[src/verilog/oaf_pkg.sv]
// package for the oversampling average filter: constants and carrier types
package oaf_pkg;
    localparam int NUM_CH = 8;
    localparam int CODE_W = 18;
    localparam int ACC_W = 26;
    localparam logic [7:0] OSR_REG_ADDR = 8'h08;
    localparam logic [7:0] OSR_REG_RESET = 8'h00;
    localparam logic [2:0] PINS_SW_MODE = 3'h7;
    localparam logic [3:0] SHIFT_MAX = 4'h8;
    // conversion latency of one sample inside the filter, in ns and rounded up to cycles
    localparam int CONV_NS = 400;
    localparam int CLK_NS = 40;
    localparam int CONV_CYCLES = (CONV_NS + CLK_NS - 1) / CLK_NS;
    // spacing of the internal sample strobe
    localparam int STROBE_NS = 1000;
    localparam int STROBE_CYCLES = STROBE_NS / CLK_NS;
    localparam logic [7:0] STROBE_RELOAD = 8'(STROBE_CYCLES - 1);

    typedef struct packed {
        logic wr;
        logic [7:0] addr;
        logic [7:0] wdata;
    } oaf_reg_req_t;

    typedef enum logic [1:0] {
        OAF_IDLE,
        OAF_WAIT,
        OAF_DONE
    } oaf_state_t;
endpackage : oaf_pkg

[src/verilog/oaf_filter.sv]
// oversampling average filter: ratio select, sample sequencing, accumulate and average
`timescale 1ns/10ps

// Behaviour
// - With no averaging each result is a single conversion, otherwise several are averaged.
// - In hardware mode the ratio comes from the three ratio-select pins.
// - The pin levels are captured only at busy falling edge or full reset.
// - All-ones pins select software mode, with the ratio from register 0x08.
// - Software mode also offers ratios 128 and 256.
// - The first sample of each run is taken on the convert-start rising edge.
// - Further samples are triggered by the internal sample strobe.
// - A ratio N takes exactly N samples per channel and gives one result.
// - With the external strobe option further samples come from the external strobe.
// - Busy stays high for the whole multi-sample run.
// - The previous result stays readable while a run is in progress.
// - Pin codes 000..110 mean none,2,4,8,16,32,64 and 111 means software mode.
// - A partial reset aborts any run and clears the results.
module oaf_filter (
    input wire logic clock,
    input wire logic arst_n,
    input wire logic full_reset,
    input wire logic partial_reset,
    input wire logic [2:0] ratio_select_pins,
    input wire logic convert_start,
    input wire logic ext_strobe_en,
    input wire logic ext_sample_strobe,
    input wire oaf_pkg::oaf_reg_req_t reg_req,
    input wire logic [oaf_pkg::NUM_CH*oaf_pkg::CODE_W-1:0] conv_codes,
    input wire logic [2:0] rd_channel,
    output logic [7:0] reg_rdata,
    output logic sample_now,
    output logic busy,
    output logic result_valid,
    output logic [oaf_pkg::CODE_W-1:0] rd_data,
    output logic sw_mode
);
    localparam int W = oaf_pkg::CODE_W;
    localparam int A = oaf_pkg::ACC_W;

    logic [2:0] pins_reg;
    logic [7:0] osr_reg;
    logic busy_d_reg;
    logic cs_d_reg;
    logic ext_d_reg;
    logic [3:0] shift_reg;
    logic [8:0] count_reg;
    logic [7:0] strobe_reg;
    logic [7:0] conv_reg;
    logic [A-1:0] acc_reg [oaf_pkg::NUM_CH];
    logic [W-1:0] res_reg [oaf_pkg::NUM_CH];
    oaf_pkg::oaf_state_t state_reg;

    logic cs_rise;
    logic ext_rise;
    logic [3:0] shift_next;
    logic [8:0] n_total;
    logic conv_done;
    logic next_trig;

    assign cs_rise = convert_start && !cs_d_reg;
    assign ext_rise = ext_sample_strobe && !ext_d_reg;
    assign conv_done = (state_reg == oaf_pkg::OAF_WAIT) && (conv_reg == 8'h00);
    assign n_total = 9'h001 << shift_reg;

    // ratio decode, pins or register
    always_comb begin
        if (pins_reg == oaf_pkg::PINS_SW_MODE) begin
            shift_next = (osr_reg[3:0] > oaf_pkg::SHIFT_MAX) ? oaf_pkg::SHIFT_MAX
                                                              : osr_reg[3:0];
        end else begin
            shift_next = {1'b0, pins_reg};
        end
    end

    // pins latched at busy fall or full reset only
    always_ff @(posedge clock or negedge arst_n) begin
        if (!arst_n) begin
            pins_reg <= 3'h0;
        end else if (full_reset || (busy_d_reg && !busy)) begin
            pins_reg <= ratio_select_pins;
        end
    end

    always_ff @(posedge clock or negedge arst_n) begin
        if (!arst_n) begin
            osr_reg <= oaf_pkg::OSR_REG_RESET;
        end else if (full_reset) begin
            osr_reg <= oaf_pkg::OSR_REG_RESET;
        end else if (reg_req.wr && reg_req.addr == oaf_pkg::OSR_REG_ADDR) begin
            osr_reg <= reg_req.wdata;
        end
    end

    always_ff @(posedge clock or negedge arst_n) begin
        if (!arst_n) begin
            reg_rdata <= 8'h00;
            sw_mode <= 1'b0;
            busy_d_reg <= 1'b0;
            cs_d_reg <= 1'b0;
            ext_d_reg <= 1'b0;
        end else begin
            reg_rdata <= (reg_req.addr == oaf_pkg::OSR_REG_ADDR) ? osr_reg : 8'h00;
            sw_mode <= (pins_reg == oaf_pkg::PINS_SW_MODE);
            busy_d_reg <= busy;
            cs_d_reg <= convert_start;
            ext_d_reg <= ext_sample_strobe;
        end
    end

    // trigger of further samples: internal strobe or external one
    always_comb begin
        if (ext_strobe_en) begin
            next_trig = ext_rise;
        end else begin
            next_trig = (strobe_reg == 8'h00);
        end
    end

    // sequencer
    always_ff @(posedge clock or negedge arst_n) begin
        if (!arst_n) begin
            state_reg <= oaf_pkg::OAF_IDLE;
            busy <= 1'b0;
            sample_now <= 1'b0;
            shift_reg <= 4'h0;
            count_reg <= 9'h000;
            strobe_reg <= 8'h00;
            conv_reg <= 8'h00;
        end else if (partial_reset || full_reset) begin
            state_reg <= oaf_pkg::OAF_IDLE;
            busy <= 1'b0;
            sample_now <= 1'b0;
            count_reg <= 9'h000;
            conv_reg <= 8'h00;
        end else begin
            sample_now <= 1'b0;
            if (strobe_reg != 8'h00) begin
                strobe_reg <= strobe_reg - 8'h01;
            end
            if (conv_reg != 8'h00) begin
                conv_reg <= conv_reg - 8'h01;
            end
            case (state_reg)
                oaf_pkg::OAF_IDLE: begin
                    if (cs_rise) begin
                        shift_reg <= shift_next;
                        count_reg <= 9'h000;
                        busy <= 1'b1;
                        sample_now <= 1'b1;
                        conv_reg <= 8'(oaf_pkg::CONV_CYCLES);
                        strobe_reg <= oaf_pkg::STROBE_RELOAD;
                        state_reg <= oaf_pkg::OAF_WAIT;
                    end
                end
                oaf_pkg::OAF_WAIT: begin
                    if (conv_done) begin
                        count_reg <= count_reg + 9'h001;
                        state_reg <= oaf_pkg::OAF_DONE;
                    end
                end
                oaf_pkg::OAF_DONE: begin
                    if (count_reg == n_total) begin
                        busy <= 1'b0;
                        state_reg <= oaf_pkg::OAF_IDLE;
                    end else if (next_trig) begin
                        sample_now <= 1'b1;
                        conv_reg <= 8'(oaf_pkg::CONV_CYCLES);
                        strobe_reg <= oaf_pkg::STROBE_RELOAD;
                        state_reg <= oaf_pkg::OAF_WAIT;
                    end
                end
                default: state_reg <= oaf_pkg::OAF_IDLE;
            endcase
        end
    end

    // per channel accumulate and average
    for (genvar c = 0; c < oaf_pkg::NUM_CH; c++) begin : g_ch
        logic [W-1:0] code;
        logic [A-1:0] sum;
        assign code = conv_codes[c*W +: W];
        assign sum = ((count_reg == 9'h000) ? '0 : acc_reg[c]) + A'(code);

        always_ff @(posedge clock or negedge arst_n) begin
            if (!arst_n) begin
                acc_reg[c] <= '0;
            end else if (partial_reset || full_reset) begin
                acc_reg[c] <= '0;
            end else if (conv_done) begin
                acc_reg[c] <= sum;
            end
        end

        // old result kept until the run ends, so it stays readable while busy
        always_ff @(posedge clock or negedge arst_n) begin
            if (!arst_n) begin
                res_reg[c] <= '0;
            end else if (partial_reset || full_reset) begin
                res_reg[c] <= '0;
            end else if (state_reg == oaf_pkg::OAF_DONE && count_reg == n_total) begin
                res_reg[c] <= W'(acc_reg[c] >> shift_reg);
            end
        end
    end

    always_ff @(posedge clock or negedge arst_n) begin
        if (!arst_n) begin
            rd_data <= '0;
            result_valid <= 1'b0;
        end else begin
            rd_data <= res_reg[rd_channel];
            if (partial_reset || full_reset) begin
                result_valid <= 1'b0;
            end else if (state_reg == oaf_pkg::OAF_DONE && count_reg == n_total) begin
                result_valid <= 1'b1;
            end else if (cs_rise) begin
                result_valid <= 1'b0;
            end
        end
    end

    // checks
    property p_pins_hold;
        @(posedge clock) disable iff (!arst_n)
        (!full_reset && !($past(busy) && !busy)) |=> $stable(pins_reg);
    endproperty
    a_pins_hold: assert property (p_pins_hold) else $error("pins changed");

    property p_start;
        @(posedge clock) disable iff (!arst_n || partial_reset || full_reset)
        (state_reg == oaf_pkg::OAF_IDLE && cs_rise) |=> (busy && sample_now);
    endproperty
    a_start: assert property (p_start) else $error("no start on edge");

    property p_busy_count;
        @(posedge clock) disable iff (!arst_n)
        $fell(busy) && !$past(partial_reset) && !$past(full_reset)
            |-> $past(count_reg) == $past(n_total);
    endproperty
    a_busy_count: assert property (p_busy_count) else $error("wrong sample count");

    property p_busy_hold;
        @(posedge clock) disable iff (!arst_n || partial_reset || full_reset)
        (state_reg != oaf_pkg::OAF_IDLE) |-> busy;
    endproperty
    a_busy_hold: assert property (p_busy_hold) else $error("busy low in run");

    property p_res_stable;
        @(posedge clock) disable iff (!arst_n || partial_reset || full_reset)
        (busy && $past(busy)) |-> res_reg[0] == $past(res_reg[0]);
    endproperty
    a_res_stable: assert property (p_res_stable) else $error("result changed in run");

    property p_preset;
        @(posedge clock) disable iff (!arst_n)
        partial_reset |=> (!busy && res_reg[0] == '0 && state_reg == oaf_pkg::OAF_IDLE);
    endproperty
    a_preset: assert property (p_preset) else $error("partial reset ignored");

    property p_hw_ratio;
        @(posedge clock) disable iff (!arst_n || partial_reset || full_reset)
        (state_reg == oaf_pkg::OAF_IDLE && cs_rise && pins_reg != oaf_pkg::PINS_SW_MODE)
            |=> shift_reg == {1'b0, $past(pins_reg)};
    endproperty
    a_hw_ratio: assert property (p_hw_ratio) else $error("hw ratio decode");

    property p_sw_cap;
        @(posedge clock) disable iff (!arst_n || partial_reset || full_reset)
        (state_reg == oaf_pkg::OAF_IDLE && cs_rise && pins_reg == oaf_pkg::PINS_SW_MODE)
            |=> (shift_reg == oaf_pkg::SHIFT_MAX || shift_reg == $past(osr_reg[3:0]))
                && shift_reg <= oaf_pkg::SHIFT_MAX;
    endproperty
    a_sw_cap: assert property (p_sw_cap) else $error("sw ratio range");

    property p_int_strobe;
        @(posedge clock) disable iff (!arst_n || partial_reset || full_reset)
        (state_reg == oaf_pkg::OAF_DONE && count_reg != n_total && !ext_strobe_en
            && strobe_reg != 8'h00) |=> !sample_now;
    endproperty
    a_int_strobe: assert property (p_int_strobe) else $error("early strobe");

    property p_pulse;
        @(posedge clock) disable iff (!arst_n)
        sample_now |=> !sample_now;
    endproperty
    a_pulse: assert property (p_pulse) else $error("sample pulse too long");

    // edge rebuilt from the pin and the design's ext_d_reg, not taken from the ext_rise signal
    property p_ext_only;
        @(posedge clock) disable iff (!arst_n || partial_reset || full_reset)
        (state_reg == oaf_pkg::OAF_DONE && count_reg != n_total && ext_strobe_en
            && !(ext_sample_strobe && !ext_d_reg)) |=> !sample_now;
    endproperty
    a_ext_only: assert property (p_ext_only) else $error("sample without ext strobe");

    // one conversion of ten cycles plus start, done and release edges
    property p_single;
        @(posedge clock) disable iff (!arst_n || partial_reset || full_reset)
        (state_reg == oaf_pkg::OAF_IDLE && cs_rise && shift_next == 4'h0)
            |-> ##12 busy ##1 !busy;
    endproperty
    a_single: assert property (p_single) else $error("single conversion run length");

    c_run: cover property (@(posedge clock) disable iff (!arst_n) $fell(busy));
    c_sw: cover property (@(posedge clock) disable iff (!arst_n) sw_mode && busy);
    c_ext: cover property (@(posedge clock) disable iff (!arst_n) ext_strobe_en && sample_now);
    c_abort: cover property (@(posedge clock) disable iff (!arst_n) partial_reset && busy);
endmodule : oaf_filter

[config.mk]
export PLATFORM = sky130hd
export DESIGN_NAME = oaf_filter
export DESIGN_NICKNAME = d
export VERILOG_FILES = /design/src/verilog/oaf_pkg.sv /design/src/verilog/oaf_filter.sv
export SDC_FILE = /design/constraint.sdc
export NUM_CORES = 2
export LEC_CHECK = 0
export ABC_AREA = 1
export BUFFER_PORTS_ARGS = -buffer_cell sky130_fd_sc_hd__buf_2
export CORE_MARGIN = 4
export CORE_UTILIZATION = 55
export DETAILED_ROUTE_END_ITERATION = 7
export MAX_ROUTING_LAYER = met4
export PLACE_DENSITY = 0.78
export SLEW_MARGIN = 0
export SYNTH_ARGS = -nofsm -noshare
export SYNTH_HDL_FRONTEND = slang
export SYNTH_SLANG_ARGS = --single-unit
export TNS_END_PERCENT = 5
[constraint.sdc]
create_clock -name clock -period 4.76 [get_ports clock]
set_clock_uncertainty 0.2 [all_clocks]
set_input_delay 0.952 -clock clock [delete_from_list [all_inputs] [get_ports clock]]
set_output_delay 0.952 -clock clock [all_outputs]
set_load 0.02 [all_outputs]
# Yosys cells after proc, flatten, opt, wreduce, memory -nomap -nowiden

Cells that the tools add are included.
Widths: inputs -> output; s select.

Register bits after elaboration: 427
Input bits: 174

Add/subtract/negate cells: 11
$lt $le $gt $ge: 2
Equal/unequal tests: 9
Shift-type cells: 9
Muxes and demuxes: 82
Bitwise logic cells: 2
Reduce and logical (&&, ||, !) cells: 27

Operators by type and width:

| operator            | count |
|---|---|
| $mux 26             | 24 |
| $mux 18             | 18 |
| $add 26x18->26      | 8 |
| $shr 26x4->18       | 8 |
| $mux 8              | 12 |
| $bmux 18 s3         | 1 |
| $pmux 8 s2          | 2 |
| $mux 9              | 3 |
| $pmux 9 s2          | 1 |
| $logic_not 8->1     | 2 |
| $reduce_bool 8->1   | 2 |
| $sub 8x1->8 const B | 2 |
| $reduce_and 3->1    | 4 |
| $mux 1              | 11 |
| $mux 2              | 5 |
| $add 9x1->9 const B | 1 |
| $eq 9x9->1          | 1 |
| $logic_not 9->1     | 1 |
| $reduce_bool 3->1   | 3 |
| $shl 1x4->9 const A | 1 |
| $eq 8x4->1 const B  | 1 |
| $mux 4              | 2 |
| $logic_and 1x1->1   | 6 |
| $ne 3x2->1 const B  | 2 |
| other kinds (15)    | 21 |

# Longest topological paths before layout

Depth after elaboration: 7
Mapped depth: 27

# Worst setup path before layout

No wires, ideal clock.

Path kind: reg-to-reg
From: reg count_reg[0]
To: reg acc_reg[180] (netlist name)
Library setup time: 0.117 ns
Data arrival time: 3.292 ns
Path slack: 1.150 ns
Cell stages (with the launch flop): 27
Buffers on the path: 4
Period minus slack after synthesis: 3.610 ns
Path through: dfrtp_1 -> inv_1 -> ha_1 -> nand2_1 -> nor2_1 -> nand2_1 -> buf_2 -> inv_1 -> buf_2 -> clkbuf_1 -> clkbuf_1 -> nor2_1 -> ha_1 -> inv_1 -> fa_1 -> inv_1 -> nand2_1 -> o21ai_0 -> nand2_1 -> nand2_1 -> nand2_1 -> nand2_1 -> nand2_1 -> nand2_1 -> nand3_1 -> nand3_1 -> nand2_1

Cells in the longest elaborated chain, start to end: 5

Ends and longest elaborated chain:

| item                            | RTL line          | RTL |
|---|---|---|
| from (decl)                     | oaf_filter.sv:46  | `logic [8:0] count_reg;` |
| from (signal assigned)          | oaf_filter.sv:157 | `count_reg <= count_reg + 9'h001;` |
| $logic_not 9->1                 | oaf_filter.sv:182 | `assign sum = ((count_reg == 9'h000) ? '0 : acc_reg[c]) + A'(code);` |
| $mux 26                         | oaf_filter.sv:182 |  |
| $add 26x18->26                  | oaf_filter.sv:182 |  |
| $mux 26                         | oaf_filter.sv:189 | `end else if (conv_done) begin` |
| $mux 26                         | oaf_filter.sv:187 | `end else if (partial_reset \|\| full_reset) begin` |
| to (signal, indexed assignment) | oaf_filter.sv:190 | `acc_reg[c] <= sum;` |
| to (decl)                       | oaf_filter.sv:49  | `logic [A-1:0] acc_reg [oaf_pkg::NUM_CH];` |

Every way passes these cells. The select of a mux whose other input is x is not followed.
A chain may end at the register's enable or synchronous reset.

# Worst setup path after layout

From: reg count_reg[0]
To: reg acc_reg[128] (netlist name)

The elaborated chain is that of the path after synthesis.

==> impl_results.md <==
* Core area at 0.06435 mm2
* Initial Util at 55.51%
* WL/cell at 18.41 um
* Worst setup path endpoint: acc_reg[128]
* Number of flops mapped to enable cells by yosys at 0
* Fmax at 260.9 MHz
* Critical Path RT at 5.06 ns
* Share of flip-flops with an asynchronous set or reset at 100.0%
* Max reg flops at 208
* Share of layout cells above drive strength 1 at 6.604%
* Core Util, Final at 60.58%
* Worst r2r dst: acc_reg[128]
* Yosys top cell area share at 29.92%
* Count leader, synth: nand2_1
* Fin. max-slew vios at 0
* Post-route antenna net violation count at 0
* CP max FO at 43
* Post-synthesis sequential element count at 427
* Leak at 18.70 nW
* Yosys cell types at 47
* Power Internal at 7.143 mW
* Hold WS at 0.1227 ns
* Synth warn at 0
* Vias per inst at 5.864
* Synth top cells by count: nand2_1, o21ai_0, nor2_1
* Comb power frac at 30.6%
* Grt ovf at 0
* CP arrival at 4.13 ns
* Drt first pass iters at 7
* H-tree levels at 2
* Hold buffers post-CTS at 0
* Sum Neg Setup Slack at 0 ns
* CP startpoint kind: flip-flop
* CTS tree: built
* Die height at 262.8 um
* Switching power share of the total at 38.30%
* First-pass GRT wire length at 194.5 mm
* CTS Buffer Depth at 3
* Mapped Cells at 5727
* Seq/Total Area, Yosys at 29.92%
* Drt total wl at 122.2 mm
* Sw Pwr at 4.435 mW
* Register-to-Register Path Depth at 23
* Synth area leader: dfrtp_1
* RSZ-0062 raised after global routing: false
* Area after DPL at 0.03723 mm2
* Outcome: completed
* Final Critical Period at 3.833 ns
* Crit end category: flip-flop
* Total Power at 11.58 mW
* Final Hold Viols at 0
* Rel. slew slack at 24.39%
* Fin area at 0.03898 mm2
* Critical Setup Path Class: reg2reg
* Hold Crit Class: in2async
* Mapped Nets at 6059
* Met3 Usage GRT at 4.719%
* Met2 Resource Use GR at 52.35%
* Final Non-Filler Cells at 6641
* Total track usage at 35.02%
* Inserted Clock Buffers at 51
* Final Net Count at 6075
* Pre-CTS setup slack at 1.020 ns
* Avg Cell Area, Syn at 6.237 um2
* Post-CTS sizing at 0
* CP Launch Point: count_reg[0]
* Pwr/cell area at 297.0 mW/mm2
* Post-DP HPWL at 87.39 mm
* VDD IR-drop max at 0.2522 mV
* Primary FF master, synth: dfrtp_1
* PortBufs at 203
* DIE AREA at 0.06908 mm2
* Setup bufs post-CTS at 0
* Largest cells by area after synthesis: dfrtp_1, nand2_1, o21ai_0, nor2_1, nand3_1
* Worst setup margin at 0.9267 ns
* Via count of the first global-routing pass at 35980
* Die width at 262.8 um
* CTS sink count at 427
* Clock share of power at 36.2%
* Endpoints failing setup at 0
* GPL Wtd Cong at 0.9767
* Final worst-path cycle share at 80.53%
* Routed via count at 38940
* CTS Root Cell: clkbuf_16
* Reg-to-reg setup timing slack at 0.93 ns
* Initial antenna violation count at 3
* Placed cells at 6545
* Largest net degree at the start of global routing at 178
* DR DRC count at 0
* P&R area growth vs syn at 9.136%
* Sequential share of power at 33.3%
* Worst Tran Pin Value at 1.133 ns
* Drt initial violations at 4699
* Clk Latency, worst-skew pair at 0.62 ns
* FF-to-FF Start: count_reg[0]
* Number of I/O pins at 204
* Max-cap violations at 0
* Post-Syn Area at 0.03572 mm2
* FP Rows at 93
* Met1 usage at 49.90%
* Clock transition at the registers of the reported paths at 0.06 ns
* GR peak layer: met2
==> placed cells by master (no fill, tap or decap), types with 7 or more instances in the layout <==
master / count
ha_1: 150
clkbuf_16: 51
nand4_1: 46
xnor2_1: 14
xor2_1: 20
mux2i_1: 59
nand3b_1: 14
buf_12: 17
a21o_1: 9
o21bai_1: 13
a22oi_1: 34
inv_1: 551
buf_2: 202
nand3_1: 424
o22ai_1: 132
nor2_1: 668
a31oi_1: 21
nand2_1: 1624
o21ai_0: 776
clkinv_2: 8
or2_2: 13
a21oi_1: 269
a21boi_0: 17
inv_2: 7
o211ai_1: 17
buf_4: 30
nor3_1: 47
o21ai_1: 26
dfrtp_1: 423
fa_1: 8
clkbuf_1: 9
clkbuf_8: 10
==> power groups by stage <==
stage / Sequential, mW / Combinational, mW / Clock [mW]
detailed placement: 3.91 / 3.44 / 0
finish: 3.85 / 3.54 / 4.19
floorplan: 3.88 / 2.37 / 0
CTS: 3.85 / 3.45 / 4.22
global route: 3.86 / 3.87 / 4.37
global placement: 3.91 / 3.41 / 0
==> layout make-up <==
type | instances | area [um2]
Fill cell | 6277 | 25370
Multi-Input combinational cell | 4446 | 21730
Sequential cell | 427 | 10700
Inverter | 567 | 2143
Timing Repair Buffer | 250 | 1592
Clock buffer | 70 | 1448
Tap cell | 855 | 1070
Clock inverter | 24 | 301.5
Antenna cell | 2 | 5.005
==> how the worst min path moves through the flow <==
| stage | end | slack (ns) | depth (start not counted) |
|---|---|---|---|
| 4_1_cts | reg_rdata[2] | 0.13 | 1 |
| 3_3_place_gp | acc_reg[76] | 0.26 | 2 |
| 3_5_place_dp | acc_reg[206] | 0.27 | 2 |
| 6_report | reg_rdata[2] | 0.12 | 1 |
| 2_1_floorplan | acc_reg[102] | 0.25 | 2 |
| 5_1_grt | reg_rdata[2] | 0.16 | 1 |
==> logic make-up (layout without fill, tap and decap cells) <==
group	Yosys count	after routing	share of synthesized area, %
simple gates	2870	2870	32.71
compound gates	1324	1324	19.80
buf+inv	854	911	9.349
flops	427	427	29.92
fa+ha+maj	158	158	5.703
mux	60	60	1.685
xor+xnor	34	34	0.8337
other cells	0	2	0
==> critical path, stage by stage, from the launching register on <==
cell	delay, ns
dfrtp_1	0.37
inv_1	0.10
ha_1	0.21
nand2_1	0.06
nor2_1	0.06
nand2_4	0.09
inv_6	0.17
buf_12	0.25
nor2_1	0.11
ha_1	0.19
inv_1	0.08
fa_1	0.41
inv_1	0.11
nand2_1	0.08
o21ai_0	0.36
nand2_1	0.11
nand2_1	0.12
nand2_1	0.06
nand2_1	0.12
nand2_1	0.10
nand2_1	0.09
nand3_1	0.07
nand3_1	0.10
nand2_1	0.06
==> routing by layer <==
layer  wire, um  vias to the layer above
li1           -                    18930
met1      54490                    18020
met2      52810                     1759
met3      11040                      237
met4       3895                        0
met5          0                        -
No activity file was read; power rests on OpenSTA's default activity.
